## config.mk

```make
export PLATFORM = sky130hd
export DESIGN_NAME = wic_top
export DESIGN_NICKNAME = d
export VERILOG_FILES = /design/src/core/wic_pkg.sv /design/src/core/wic_settle_cnt.sv /design/src/core/wic_top.sv
export SDC_FILE = /design/constraint.sdc
export NUM_CORES = 1
export LEC_CHECK = 0
export BUFFER_PORTS_ARGS = -buffer_cell sky130_fd_sc_hd__buf_2
export CORE_MARGIN = 2
export CORE_UTILIZATION = 50
export CTS_CLUSTER_DIAMETER = 60
export DETAILED_ROUTE_END_ITERATION = 7
export PLACE_DENSITY_LB_ADDON = 0.3
export SKIP_LAST_GASP = 1
export SLEW_MARGIN = 20
export SYNTH_ARGS = -nofsm -noshare
export SYNTH_HDL_FRONTEND = slang
export SYNTH_HIERARCHICAL = 1
export SYNTH_SLANG_ARGS = --single-unit
export TNS_END_PERCENT = 5
```

## constraint.sdc

```tcl
create_clock -name clk_sys -period 2.63 [get_ports clk_sys]
set_clock_uncertainty 0.05 [all_clocks]
set_input_delay 0.1315 -clock clk_sys [delete_from_list [all_inputs] [get_ports clk_sys]]
set_output_delay 0.1315 -clock clk_sys [all_outputs]
set_load 0.02 [all_outputs]
```

## src/core/wic_pkg.sv

```systemverilog
// Package of constants and types for the wakeup and interrupt control block.
// Notes on behaviour
// RQ1 - Sleep wakes only to normal, pin changes only.
// RQ2 - Green wakes to prior mode, pins or timer.
// RQ3 - Sleep wake waits 2048 oscillator cycles first; the code keeps the core stopped for 2049 clk_sys cycles.
// RQ4 - Green wake resumes at once, no wait.
// RQ5 - Port 0 always wakes; port 1 per bit.
// RQ6 - Serviced interrupt loads vector address eight.
// RQ7 - Entry clears global enable; return sets it.
// RQ8 - Entry pushes one stack level; return pops.
// RQ9 - Enables: pin bit 0, timer 4, counter 5.
// RQ10 - Flags at same bits, sticky until cleared.
// RQ11 - Global enable is stack bit 7, resets 0.
// RQ12 - Pin event sets flag regardless of enable.
// RQ13 - Timer overflow sets flag regardless of enable.
// RQ14 - Edge field: reserved, rising, falling, both.
// RQ15 - One-level save buffer, status bits excluded.
// RQ16 - Software waits half clock before timer clear.
// RQ17 - Software keeps timer count in clock mode.
// RQ18 - Counter overflow sets flag regardless of enable.
// RQ19 - Sleep wake clears the sleep request bit.
// RQ20 - One vector request from any enabled pending.
package wic_pkg;

    // Register indices; the byte address is four times the index.
    localparam logic [7:0] IDX_EDGE = 8'hBF;
    localparam logic [7:0] IDX_P1W = 8'hC0;
    localparam logic [7:0] IDX_FLAGS = 8'hC8;
    localparam logic [7:0] IDX_EN = 8'hC9;
    localparam logic [7:0] IDX_STACK_POINTER_AND_GLOBAL_ENABLE = 8'hDF;

    localparam logic [7:0] RST_EDGE = 8'h10;
    localparam logic [7:0] RST_P1W = 8'h00;
    localparam logic [7:0] RST_FLAGS = 8'h00;
    localparam logic [7:0] RST_EN = 8'h00;
    localparam logic [7:0] RST_STACK_POINTER_AND_GLOBAL_ENABLE = 8'h03;

    localparam int unsigned BIT_PIN = 0;
    localparam int unsigned BIT_T0 = 4;
    localparam int unsigned BIT_TC0 = 5;
    localparam int unsigned BIT_GIE = 7;
    localparam int unsigned EDGE_LO = 3;
    localparam int unsigned P1_PINS = 4;
    localparam logic [7:0] IRQ_MASK = 8'h31;
    localparam logic [7:0] EDGE_MASK = 8'h18;
    localparam logic [7:0] P1W_MASK = 8'h0F;
    localparam logic [1:0] SP_RST = 2'h3;

    localparam logic [1:0] EDGE_RISE = 2'h1;
    localparam logic [1:0] EDGE_FALL = 2'h2;
    localparam logic [1:0] EDGE_BOTH = 2'h3;

    localparam logic [11:0] VECTOR_ADDR = 12'h008;
    // Timeout and power-down status bits of the flag register.
    localparam logic [7:0] FLAG_NOSAVE = 8'h0C;
    localparam logic [2:0] HSIZE_WORD = 3'h2;

    // The high-speed oscillator is taken as clk_sys itself.
    localparam int unsigned WAKE_OSC_CYCLES = 2048;
    localparam int unsigned CLK_PER_OSC = 1;
    localparam int unsigned SETTLE_CYCLES = WAKE_OSC_CYCLES * CLK_PER_OSC;
    localparam int unsigned CNT_W = 12;
    localparam logic [CNT_W-1:0] SETTLE_LOAD = CNT_W'(SETTLE_CYCLES - 1);

    typedef enum logic [3:0] {
        PWR_RUN = 4'h1,
        PWR_SLEEP = 4'h2,
        PWR_GREEN = 4'h4,
        PWR_SETTLE = 4'h8
    } wic_pwr_t;

    typedef struct packed {
        logic t0_ovf;
        logic tc0_ovf;
        logic irq_accept;
        logic irq_return;
        logic sleep_req;
        logic green_req;
        logic save_req;
    } wic_core_ev_t;

    typedef struct packed {
        logic [7:0] acc;
        logic [7:0] flags;
    } wic_ctx_t;

endpackage

```

## src/core/wic_settle_cnt.sv

```systemverilog
// Oscillator settle counter used after a wake from sleep.
`timescale 1ns/1ps
`default_nettype none
module wic_settle_cnt (
    // Clock, reset and freeze.
    input wire logic clk_sys,
    input wire logic arst_n,
    input wire logic clk_en,
    // Start pulse in, done pulse out.
    input wire logic start,
    output logic done
);
    logic [wic_pkg::CNT_W-1:0] cnt_reg;
    logic [wic_pkg::CNT_W-1:0] cnt_next;
    logic busy_reg;
    logic busy_next;
    logic done_reg;
    logic done_next;

    always_comb begin
        cnt_next = cnt_reg;
        busy_next = busy_reg;
        done_next = 1'b0;
        if (start) begin
            cnt_next = wic_pkg::SETTLE_LOAD; // see RQ3
            busy_next = 1'b1;
        end else if (busy_reg) begin
            if (cnt_reg == '0) begin
                busy_next = 1'b0;
                done_next = 1'b1;
            end else begin
                cnt_next = cnt_reg - 1'b1;
            end
        end
    end

    always_ff @(posedge clk_sys or negedge arst_n) begin
        if (!arst_n) begin
            cnt_reg <= '0;
            busy_reg <= 1'b0;
            done_reg <= 1'b0;
        end else if (clk_en) begin
            cnt_reg <= cnt_next;
            busy_reg <= busy_next;
            done_reg <= done_next;
        end
    end

    assign done = done_reg;
endmodule
`default_nettype wire

```

## src/core/wic_top.sv

```systemverilog
// Wakeup and interrupt control with its AHB-Lite register slave.
`timescale 1ns/1ps
`default_nettype none
module wic_top (
    // Clock, reset and freeze.
    input wire logic clk_sys,
    input wire logic arst_n,
    input wire logic clk_en,
    // AHB-Lite slave.
    input wire logic hsel,
    input wire logic [31:0] haddr,
    input wire logic [1:0] htrans,
    input wire logic hwrite,
    input wire logic [2:0] hsize,
    input wire logic [31:0] hwdata,
    input wire logic hready,
    output logic hreadyout,
    output logic hresp,
    output logic [31:0] hrdata,
    // Port pins, synchronous to clk_sys.
    input wire logic port0_pin,
    input wire logic [3:0] port1_pins,
    // Core and timer events.
    input wire wic_pkg::wic_core_ev_t core_ev,
    input wire wic_pkg::wic_ctx_t ctx_in,
    input wire logic slow_mode,
    // Core steering.
    output logic vector_req,
    output logic [11:0] vector_addr,
    output logic cpu_run,
    output logic run_slow,
    output logic sleep_request_bit,
    output logic [1:0] stack_level,
    output wic_pkg::wic_ctx_t ctx_out
);

    function automatic logic is_reg(input logic [7:0] idx,
                                    input logic [7:0] code);
        is_reg = (idx == code);
    endfunction

    // Bus phase state.
    logic wr_pend_reg;
    logic wr_pend_next;
    logic [7:0] wr_idx_reg;
    logic [7:0] wr_idx_next;
    logic [31:0] hrdata_reg;
    logic [31:0] hrdata_next;

    // Software registers.
    logic [7:0] edge_reg;
    logic [7:0] edge_next;
    logic [7:0] p1w_reg;
    logic [7:0] p1w_next;
    logic [7:0] en_reg;
    logic [7:0] en_next;
    logic [7:0] flags_reg;
    logic [7:0] flags_next;
    logic gie_reg;
    logic gie_next;
    logic [1:0] sp_reg;
    logic [1:0] sp_next;

    // Pin history.
    logic p0_prev_reg;
    logic p0_prev_next;
    logic [3:0] p1_prev_reg;
    logic [3:0] p1_prev_next;

    // Power state.
    wic_pkg::wic_pwr_t pwr_reg;
    wic_pkg::wic_pwr_t pwr_next;
    logic slow_reg;
    logic slow_next;
    logic green_slow_reg;
    logic green_slow_next;
    logic sleep_bit_reg;
    logic sleep_bit_next;
    logic run_reg;
    logic run_next;
    logic settle_start;
    logic settle_done;

    // Vector and save buffer.
    logic vreq_reg;
    logic vreq_next;
    logic [11:0] vaddr_reg;
    wic_pkg::wic_ctx_t ctx_reg;
    wic_pkg::wic_ctx_t ctx_next;

    logic wr_now;
    logic [7:0] wr_byte;
    logic [3:0] p1_wake;
    logic p0_wake;
    logic pin_wake;
    logic pin_rise;
    logic pin_fall;
    logic pin_event;

    assign wr_now = wr_pend_reg;
    assign wr_byte = hwdata[7:0];

    genvar gi;
    generate
        for (gi = 0; gi < wic_pkg::P1_PINS; gi++) begin : g_p1
            // A port 1 pin wakes only when its enable bit is 1.
            assign p1_wake[gi] = (port1_pins[gi] ^ p1_prev_reg[gi])
                                 & p1w_reg[gi]; // see RQ5
        end
    endgenerate

    assign p0_wake = port0_pin ^ p0_prev_reg; // see RQ5
    assign pin_wake = p0_wake | (|p1_wake);
    assign pin_rise = port0_pin & ~p0_prev_reg;
    assign pin_fall = ~port0_pin & p0_prev_reg;

    // The reserved edge code never triggers, so a stray write stays quiet.
    always_comb begin
        unique case (edge_reg[wic_pkg::EDGE_LO +: 2])
            wic_pkg::EDGE_RISE: pin_event = pin_rise; // see RQ14
            wic_pkg::EDGE_FALL: pin_event = pin_fall; // see RQ14
            wic_pkg::EDGE_BOTH: pin_event = pin_rise | pin_fall;
            default: pin_event = 1'b0;
        endcase
    end

    always_comb begin
        p0_prev_next = port0_pin;
        p1_prev_next = port1_pins;
    end

    always_ff @(posedge clk_sys or negedge arst_n) begin
        if (!arst_n) begin
            p0_prev_reg <= 1'b0;
            p1_prev_reg <= 4'h0;
        end else if (clk_en) begin
            p0_prev_reg <= p0_prev_next;
            p1_prev_reg <= p1_prev_next;
        end
    end

    // Configuration registers.
    always_comb begin
        edge_next = edge_reg;
        p1w_next = p1w_reg;
        en_next = en_reg;
        if (wr_now && is_reg(wr_idx_reg, wic_pkg::IDX_EDGE)) begin
            edge_next = wr_byte & wic_pkg::EDGE_MASK; // see RQ14
        end
        if (wr_now && is_reg(wr_idx_reg, wic_pkg::IDX_P1W)) begin
            p1w_next = wr_byte & wic_pkg::P1W_MASK; // see RQ5
        end
        if (wr_now && is_reg(wr_idx_reg, wic_pkg::IDX_EN)) begin
            en_next = wr_byte & wic_pkg::IRQ_MASK; // see RQ9
        end
    end

    always_ff @(posedge clk_sys or negedge arst_n) begin
        if (!arst_n) begin
            edge_reg <= wic_pkg::RST_EDGE;
            p1w_reg <= wic_pkg::RST_P1W;
            en_reg <= wic_pkg::RST_EN;
        end else if (clk_en) begin
            edge_reg <= edge_next;
            p1w_reg <= p1w_next;
            en_reg <= en_next;
        end
    end

    // Request flags; an event in the same cycle as a clear wins.
    always_comb begin
        flags_next = flags_reg;
        if (wr_now && is_reg(wr_idx_reg, wic_pkg::IDX_FLAGS)) begin
            flags_next = wr_byte & wic_pkg::IRQ_MASK; // see RQ10
        end
        if (pin_event) begin
            flags_next[wic_pkg::BIT_PIN] = 1'b1; // see RQ12
        end
        if (core_ev.t0_ovf) begin
            flags_next[wic_pkg::BIT_T0] = 1'b1; // see RQ13
        end
        if (core_ev.tc0_ovf) begin
            flags_next[wic_pkg::BIT_TC0] = 1'b1; // see RQ18
        end
    end

    always_ff @(posedge clk_sys or negedge arst_n) begin
        if (!arst_n) begin
            flags_reg <= wic_pkg::RST_FLAGS;
        end else if (clk_en) begin
            flags_reg <= flags_next;
        end
    end

    // Global enable and stack level. Core events take precedence over a
    // bus write in the same cycle, so service entry is never undone.
    always_comb begin
        gie_next = gie_reg;
        sp_next = sp_reg;
        if (wr_now && is_reg(wr_idx_reg, wic_pkg::IDX_STACK_POINTER_AND_GLOBAL_ENABLE)) begin
            gie_next = wr_byte[wic_pkg::BIT_GIE]; // see RQ11
            sp_next = wr_byte[1:0];
        end
        if (core_ev.irq_accept) begin
            gie_next = 1'b0; // see RQ7
            sp_next = sp_reg - 2'h1; // see RQ8
        end else if (core_ev.irq_return) begin
            gie_next = 1'b1; // see RQ7
            sp_next = sp_reg + 2'h1; // see RQ8
        end
    end

    always_ff @(posedge clk_sys or negedge arst_n) begin
        if (!arst_n) begin
            gie_reg <= wic_pkg::RST_STACK_POINTER_AND_GLOBAL_ENABLE[wic_pkg::BIT_GIE];
            sp_reg <= wic_pkg::SP_RST;
        end else if (clk_en) begin
            gie_reg <= gie_next;
            sp_reg <= sp_next;
        end
    end

    // Power state machine.
    always_comb begin
        pwr_next = pwr_reg;
        slow_next = slow_reg;
        green_slow_next = green_slow_reg;
        sleep_bit_next = sleep_bit_reg;
        settle_start = 1'b0;
        unique case (pwr_reg)
            wic_pkg::PWR_RUN: begin
                slow_next = slow_mode;
                if (core_ev.sleep_req) begin
                    pwr_next = wic_pkg::PWR_SLEEP;
                    sleep_bit_next = 1'b1;
                end else if (core_ev.green_req) begin
                    pwr_next = wic_pkg::PWR_GREEN;
                    green_slow_next = slow_mode;
                end
            end
            wic_pkg::PWR_SLEEP: begin
                // Only pin changes reach here; the timer is stopped.
                if (pin_wake) begin // see RQ1
                    pwr_next = wic_pkg::PWR_SETTLE;
                    settle_start = 1'b1; // see RQ3
                    sleep_bit_next = 1'b0; // see RQ19
                    slow_next = 1'b0; // see RQ1
                end
            end
            wic_pkg::PWR_SETTLE: begin
                if (settle_done) begin
                    pwr_next = wic_pkg::PWR_RUN; // see RQ3
                end
            end
            wic_pkg::PWR_GREEN: begin
                if (pin_wake || core_ev.t0_ovf) begin // see RQ2
                    pwr_next = wic_pkg::PWR_RUN; // see RQ4
                    slow_next = green_slow_reg; // see RQ2
                end
            end
            default: begin
                pwr_next = wic_pkg::PWR_RUN;
            end
        endcase
        run_next = (pwr_next == wic_pkg::PWR_RUN);
    end

    always_ff @(posedge clk_sys or negedge arst_n) begin
        if (!arst_n) begin
            pwr_reg <= wic_pkg::PWR_RUN;
            slow_reg <= 1'b0;
            green_slow_reg <= 1'b0;
            sleep_bit_reg <= 1'b0;
            run_reg <= 1'b1;
        end else if (clk_en) begin
            pwr_reg <= pwr_next;
            slow_reg <= slow_next;
            green_slow_reg <= green_slow_next;
            sleep_bit_reg <= sleep_bit_next;
            run_reg <= run_next;
        end
    end

    wic_settle_cnt u_settle (
        .clk_sys(clk_sys),
        .arst_n(arst_n),
        .clk_en(clk_en),
        .start(settle_start),
        .done(settle_done)
    );

    // Vector request and save buffer. Priority among sources is left to
    // the service routine; the block only says that something is due.
    always_comb begin
        vreq_next = gie_next && run_next
                    && |(flags_next & en_next & wic_pkg::IRQ_MASK); // see RQ20
        ctx_next = ctx_reg;
        if (core_ev.save_req) begin
            ctx_next.acc = ctx_in.acc; // see RQ15
            ctx_next.flags = ctx_in.flags & ~wic_pkg::FLAG_NOSAVE;
        end
    end

    always_ff @(posedge clk_sys or negedge arst_n) begin
        if (!arst_n) begin
            vreq_reg <= 1'b0;
            vaddr_reg <= wic_pkg::VECTOR_ADDR;
            ctx_reg <= '0;
        end else if (clk_en) begin
            vreq_reg <= vreq_next; // see RQ11
            vaddr_reg <= wic_pkg::VECTOR_ADDR; // see RQ6
            ctx_reg <= ctx_next;
        end
    end

    // Bus slave. Read data come from the values after any write in the
    // same cycle, so a read right after a write sees the new value; the port 1 wake register always reads as zero.
    always_comb begin
        logic take;
        logic [7:0] idx;
        logic [7:0] rv;
        take = hsel && htrans[1] && hready;
        idx = haddr[9:2];
        rv = 8'h00;
        wr_pend_next = take && hwrite && (hsize == wic_pkg::HSIZE_WORD);
        wr_idx_next = idx;
        hrdata_next = hrdata_reg;
        if (take && !hwrite) begin
            if (is_reg(idx, wic_pkg::IDX_EDGE)) begin
                rv = edge_next;
            end else if (is_reg(idx, wic_pkg::IDX_FLAGS)) begin
                rv = flags_next;
            end else if (is_reg(idx, wic_pkg::IDX_EN)) begin
                rv = en_next;
            end else if (is_reg(idx, wic_pkg::IDX_STACK_POINTER_AND_GLOBAL_ENABLE)) begin
                rv = {gie_next, 5'h00, sp_next};
            end
            hrdata_next = {24'h000000, rv};
        end
    end

    always_ff @(posedge clk_sys or negedge arst_n) begin
        if (!arst_n) begin
            wr_pend_reg <= 1'b0;
            wr_idx_reg <= 8'h00;
            hrdata_reg <= 32'h00000000;
        end else if (clk_en) begin
            wr_pend_reg <= wr_pend_next;
            wr_idx_reg <= wr_idx_next;
            hrdata_reg <= hrdata_next;
        end
    end

    // Zero wait states: the slave is always ready and always OKAY.
    logic hready_reg;
    logic hresp_reg;

    always_ff @(posedge clk_sys or negedge arst_n) begin
        if (!arst_n) begin
            hready_reg <= 1'b1;
            hresp_reg <= 1'b0;
        end else if (clk_en) begin
            hready_reg <= 1'b1;
            hresp_reg <= 1'b0;
        end
    end

    assign hreadyout = hready_reg;
    assign hresp = hresp_reg;
    assign hrdata = hrdata_reg;
    assign vector_req = vreq_reg;
    assign vector_addr = vaddr_reg;
    assign cpu_run = run_reg;
    assign run_slow = slow_reg;
    assign sleep_request_bit = sleep_bit_reg;
    assign stack_level = sp_reg;
    assign ctx_out = ctx_reg;

endmodule
`default_nettype wire

```

==> metrics.csv, run 1 <==
stage,metric,value,unit
outcome,status,"complete, no violations",
floorplan,Core ar.,9284,um2
drt,Pre-antenna DRT Iters,5,
pwr,Logic pwr share,27.3,%
yosys,post-synthesis xor/xnor area fraction,1.095,%
layout,Reg area,2258,um2
yosys,Gate Count Post-Synth,470,
drt,DR vias/cell,5.311,
clock_network,postcts setup bufs,0,
critical_path,worst path arrival time,2.79,ns
layout,layout cell share with drive strength beyond 1,28.26,%
placed_design,RePlAce Congestion,0.8666,
yosys,"flops & latches, synth",90,
drt,Antenna Nets Post-Route,0,
critical_path,Crit Path Max Fanout,5,
layout,most frequent cells in the layout,"dfrtp_1 (85), buf_2 (78), nor2_1 (40), conb_1 (40), mux2_2 (39)",
timing,Final Hold Viols,0,
yosys,Mapped Area,4798,um2
drt,Vias,3824,
pwr,internal power,2.645,mW
floorplan,Die Y,102.0,um
timing,unrepaired setup endpoints after global routing,yes,
job,Max Cap Viol,0,
layout,max reg flops,14,
yosys,Synth top area share,44.33,%
yosys,"Async S/R FF share, synth",100.0,%
yosys,mux share of post-synthesis cell area,10.72,%
layout,# nets final,694,
global_routing,number of global-route vias before repair,3760,
floorplan,starting density of the core,51.68,%
yosys,"Seq/Total Area, Yosys",47.07,%
clock_network,clock tree from TritonCTS,yes,
critical_path,CP Capture Type,flop,
placed_design,port bufs,79,
placed_design,Post-DP HPWL,7605,um
timing,final max-slew violation count,0,
timing,endpoints failing setup,0,
clock_network,clock latency on the worst-skew pair,0.35,ns
timing,f_max,382.6,MHz
drt,DRT iter0 DRCs,152,
yosys,Mapped Avg Cell Area,10.21,um2
clock_network,H-tree levels,3,
global_routing,antenna violations before repair,0,
pwr,clock network fraction of total power,26.9,%
layout,multi-input logic area,2251,um2
critical_path,CP peak stage delay,0.64,ns
placed_design,Setup WS pre-CTS,0.04902,ns
pwr,maximum VDD drop,0.3710,mV
critical_path,crit path launch type,flop,
drt,Residual DRC,0,
clock_network,Clock transition at path regs,0.09,ns
yosys,largest family of logic cells by synthesized area,simple AND/OR/NAND/NOR gates,
critical_path,"Slowest-stage cell, CP",or4_1,
critical_path,crit-path cells,or4b_4 -> or4_1 -> and2_1 -> a222oi_1 -> a21oi_1,
floorplan,num rows,35,
layout,Final Core Density,62.41,%
yosys,Synth cell types,62,
critical_path,kind of critical path,reg -> reg,
clock_network,clk sink count,90,
drt,DR WL/cell,14.91,um
floorplan,Die ar.,10400,um2
drt,met3 wire len,667,um
critical_path,"Req. time, crit path",2.81,ns
yosys,largest area contributor in the netlist,dfrtp_1,
pwr,Pwr Density,681.5,nW/um2
clock_network,Clock Path Buffers,2,
min_path,Tightest Hold Check Type,in -> reg,
yosys,Most used DFF post-synth,dfrtp_1,
yosys,largest cells by area after synthesis,"dfrtp_1 (44%), mux2_2 (9.2%), buf_4 (6.3%)",
global_routing,first-pass GRT wire length,17810,um
drt,WL final,10740,um
layout,"commonest non-fill, non-tap cell in the layout",dfrtp_1,
global_routing,grt total ovfl,0,
drt,WL met1,4696,um
layout,number of filler cells placed in the layout,754,
timing,setup ws final,0.01598,ns
drt,met2 wire len,5212,um
timing,Slew HR,38.08,%
global_routing,largest net degree at the start of global routing,47,
pwr,Seq pwr share,45.9,%
drt,DR top layer,met4,
pwr,switching pwr,1.304,mW
pwr,Sw Share,33.01,%
clock_network,Num CTS Buffers,9,
layout,area grow syn2layout,20.76,%
yosys,Post-Synth Simple-Gate Area,18.17,%
yosys,Synth Area in Compound Gates,12.54,%
clock_network,clk root buf,clkbuf_8,
pwr,Leak,2.667,nW
timing,worst hold slack,0.02927,ns
yosys,post-synthesis adder-cell area fraction,1.043,%
timing,Worst-Margin Slew,0.9159,ns
yosys,warnings from Yosys,6,
layout,Antenna diodes,0,
timing,Tmin final,2.614,ns
timing,Final period util,99.39,%
global_routing,Global Route Usage Sum,21.69,%
yosys,Post-synth EDFFs,0,
floorplan,io pins,172,
floorplan,Die Wd,102.0,um
## layer usage
metal | vias to the layer above | GRT usage [%]
li1 | 1825 | -
met1 | 1856 | 27.78
met5 | - | 0
met2 | 131 | 36.59
met3 | 12 | 4.925
met4 | 0 | 7.179
## repair_timing
action | in CTS | in global routing
setup endpoints to repair | 0 | 13
hold buffers | 32 | 0
endpoints found under the hold margin | 71 | 0
resized for setup | 0 | 1
## worst max-delay path: cells and delay by family (launching register included)
kind	cells	cell delay (ns)
DFF	1	0.40
and+or+nand+nor	3	1.49
AOI/OAI and AO/OA	2	0.55
## area by class of cell
| type | instances | area share, % |
|---|---|---|
| tap | 129 | 2.786 |
| clock buffer | 10 | 2.375 |
| clock inverter | 6 | 1.555 |
| sequential | 90 | 38.98 |
| timing repair buffer | 125 | 14.42 |
| inverter | 16 | 1.036 |
| multi-input combinational | 344 | 38.85 |
## path summary, 6_finish.rpt
kind / cells past startpoint / startpoint / slack [ns] / end
worst max-delay path: 5 / wr_idx_reg[1] / 0.02 / hrdata[3]
worst min-delay path: 4 / hsize[2] / 0.03 / wr_now
worst max register to register: 5 / wr_idx_reg[1] / 0.02 / hrdata[3]
worst min register to register: 1 / en_reg[7] / 0.45 / en_reg[7]
max in group asynchronous: 3 / arst_n / 1.56 / edge_reg[4]
min in group asynchronous: 2 / arst_n / 0.28 / pwr_reg[2]
## cells in the mapped netlist (3+ instances only)
cell and instances:
nand2b_1 5, a22oi_1 3, o32ai_1 3, o22a_1 5
a21oi_1 21, ha_1 4, mux2_2 39, o31ai_1 4
nand2_1 34, buf_4 40, o21ai_0 21, dfstp_2 5
nor3_1 9, a221oi_1 7, nand3_1 8, and2_1 11
nor3b_1 5, buf_2 5, clkbuf_1 10, o41ai_1 4
nor4_1 5, nor2_1 40, a31oi_1 6, nor2b_1 14
nor4b_1 3, or4_1 4, xor2_1 5, inv_1 16
dfrtp_1 85, a222oi_1 3, mux2i_1 6
## power groups by stage
stage / Sequential (mW) / Combinational (mW) / Clock [mW]
after floorplan: 1.88 / 0.699 / 0
after detailed placement: 1.83 / 1.04 / 0
final: 1.81 / 1.08 / 1.06
after global placement: 1.82 / 1.01 / 0
after global routing: 1.85 / 1.20 / 1.14
after CTS: 1.81 / 1.08 / 1.08
## logic make-up (layout without fill, tap and decap cells)
logic type	after synthesis	in the layout
flip-flops	90	90
AND/OR/NAND/NOR	158	158
other	2	40
XOR/XNOR	6	6
buffers and inverters	74	157
adder cells (fa/ha/maj)	4	4
AO/OA/AOI/OAI	90	90
multiplexers	46	46
## per-stage QoR
step	instance area, um2	setup TNS (ns)	instances	power (mW)
final	5794	0	720	3.949
after detailed placement	5241	0	672	2.869
after global routing	5794	-0.2314	720	4.186
after global placement	5241	0	672	2.834
after CTS	5789	0	720	3.968
after floorplan	4941	0	508	2.575
Note: power is estimated with default switching activity, not from simulation.
==> inputs of run 2 (changes only) <==
PLACE_DENSITY = 0.79   (was default)
PLACE_DENSITY_LB_ADDON = default   (was 0.3)
==> run 2 against run 1 <==
Sequential power is essentially flat. Register-to-register slack better by 0.08 ns. Power fell by 0.20%. Sequential share of layout area grew 0.084 points. Global-route usage rose by 0.60 points. Via count increased by 2.0%. Wire length increased by 6.0%. Final area down 0.22%. Highest routed layer unchanged.
==> metrics.csv, run 2 (same netlist as run 1, synthesis figures left out) <==
stage,metric,value,unit,change
layout,Reg area,2258,um2,unchanged
drt,DR vias/cell,5.409,,+1.8%
critical_path,crit path launch type,flop,,
layout,most frequent cells in the layout,"dfrtp_1 (85), buf_2 (78), nor2_1 (40), conb_1 (40), mux2_2 (39)",,
critical_path,kind of critical path,reg -> reg,,
clock_network,clk root buf,clkbuf_8,,
timing,f_max,395.2,MHz,+3.3%
critical_path,FF-to-FF Start,wr_idx_reg[1],,
layout,layout cell share with drive strength beyond 1,28.38,%,+0.12 points
timing,Slew HR,41.71,%,+3.6 points
drt,Residual DRC,0,,unchanged
clock_network,Clock Path Buffers,2,,unchanged
global_routing,largest net degree at the start of global routing,56,,+19%
floorplan,Die ar.,10400,um2,unchanged
min_path,WHS Endpoint,wr_now,,
global_routing,antenna violations before repair,0,,unchanged
pwr,maximum VDD drop,0.4510,mV,+22%
global_routing,first-pass GRT wire length,18260,um,+2.6%
placed_design,Post-DP HPWL,7781,um,+2.3%
min_path,worst hold stages,4,,unchanged
layout,"commonest non-fill, non-tap cell in the layout",dfrtp_1,,
drt,WL final,11380,um,+6.0%
critical_path,worst path arrival time,2.73,ns,-0.06 ns
timing,setup TNS after final layout,0,ns,unchanged
floorplan,num rows,35,,unchanged
critical_path,CP Capture Type,flop,,
clock_network,clk sink count,90,,unchanged
clock_network,H-tree levels,3,,unchanged
timing,Final Hold Viols,0,,unchanged
critical_path,"Req. time, crit path",2.83,ns,+0.02 ns
outcome,status,"complete, no violations",,
critical_path,Worst R2R Path Depth,5,,unchanged
critical_path,Crit Path Max Fanout,5,,unchanged
floorplan,Die Y,102.0,um,unchanged
timing,endpoints failing setup,0,,unchanged
clock_network,clock tree from TritonCTS,yes,,
timing,Final period util,96.21,%,-3.2 points
floorplan,Core ar.,9284,um2,unchanged
layout,Antenna diodes,0,,unchanged
global_routing,grt total ovfl,0,,unchanged
timing,Worst-Margin Slew,0.8622,ns,-0.05369 ns
placed_design,port bufs,79,,unchanged
clock_network,clock latency on the worst-skew pair,0.38,ns,+0.03 ns
layout,# nets final,695,,+0.14%
critical_path,"Slowest-stage cell, CP",or4b_4,,
global_routing,Global Route Usage Sum,22.29,%,+0.60 points
job,Max Cap Viol,0,,unchanged
clock_network,Clock transition at path regs,0.11,ns,+0.02 ns
pwr,Leak,2.667,nW,about the same
placed_design,RePlAce Congestion,0.8728,,+0.72%
critical_path,CP peak stage delay,0.58,ns,-0.06 ns
layout,multi-input logic area,2255,um2,+0.17%
layout,max reg flops,14,,unchanged
floorplan,starting density of the core,51.68,%,unchanged
global_routing,number of global-route vias before repair,3821,,+1.6%
floorplan,Die Wd,102.0,um,unchanged
timing,worst hold slack,0.004252,ns,-0.02502 ns
pwr,Pwr Density,681.6,nW/um2,about the same
drt,DR WL/cell,15.78,um,+5.8%
floorplan,io pins,172,,unchanged
drt,Antenna Nets Post-Route,0,,unchanged
drt,DRT iter0 DRCs,318,,+110%
drt,Pre-antenna DRT Iters,5,,unchanged
drt,Vias,3900,,+2.0%
critical_path,crit path from,wr_idx_reg[1],,
min_path,Tightest Hold Check Type,in -> reg,,
clock_network,Num CTS Buffers,9,,unchanged
min_path,HP Start,hsize[2],,
layout,number of filler cells placed in the layout,758,,+0.53%
critical_path,r2r endpoint,hrdata[3],,
critical_path,Worst R2R Setup Slack,0.1,ns,+0.08 ns
layout,area grow syn2layout,20.50,%,
timing,unrepaired setup endpoints after global routing,yes,,
timing,Tmin final,2.530,ns,-0.08366 ns
timing,final max-slew violation count,0,,unchanged
critical_path,crit-path cells,or4b_4 -> or4_4 -> and2_1 -> a222oi_1 -> a21oi_1,,
[run 2: area by class of cell]
class	count	area share (%)
repair buffers	126	14.41
inverters	16	1.039
clock buffers	9	2.142
multi-input cells	344	39.00
flip-flops and latches	90	39.06
clock inverters	7	1.558
well taps	129	2.792
[run 2: what timing repair did]
item | in CTS | in global routing
endpoints found under the setup margin | 0 | 9
hold buffers | 33 | 0
setup buffers | 0 | 1
gates resized for setup | 0 | 2
endpoints found under the hold margin | 81 | 0
[run 2: report_power, final]
| group | leakage, nW | total (mW) | internal, mW | switching (mW) |
|---|---|---|---|---|
| logic | 1.44 | 1.09 | 0.470 | 0.616 |
| registers | 1.12 | 1.82 | 1.60 | 0.212 |
| clock network | 0.110 | 1.04 | 0.468 | 0.571 |
| total | 2.67 | 3.94 | 2.54 | 1.40 |
[run 2: worst max path at each step]
stage / endpoint / cells past startpoint
after floorplan: hrdata[0] / 6
after CTS: hrdata[3] / 5
after detailed placement: hrdata[3] / 5
after global routing: hrdata[4] / 6
after global placement: hrdata[3] / 5
final: hrdata[3] / 5
[run 2: worst max-delay path, delay by kind of cell, from the launching register on]
kind             cells  cell delay (ns)
AO/OA/AOI/OAI        2             0.52
flip-flops           1             0.42
AND/OR/NAND/NOR      3             1.41
[run 2: per-stage QoR]
stage	cells	instance area (um2)	power [mW]	util, %	worst slack (ns)
finish	721	5782	3.941	62.28	0.09964
CTS	720	5766	3.944	62.10	0.01283
detailed placement	671	5221	2.867	56.24	0.05896
global route	721	5782	4.137	62.28	-0.02303
floorplan	508	4941	2.575	-	0.2081
global placement	671	5221	2.813	56.24	0.07675
[run 2: per-layer routing]
layer | vias to the layer above | part of all wire [%] | track usage (%)
met5 | - | 0 | 0
met4 | 0 | 2.0 | 7.487
met3 | 21 | 5.6 | 4.651
met2 | 147 | 50 | 37.40
met1 | 1896 | 43 | 28.99
li1 | 1836 | - | -
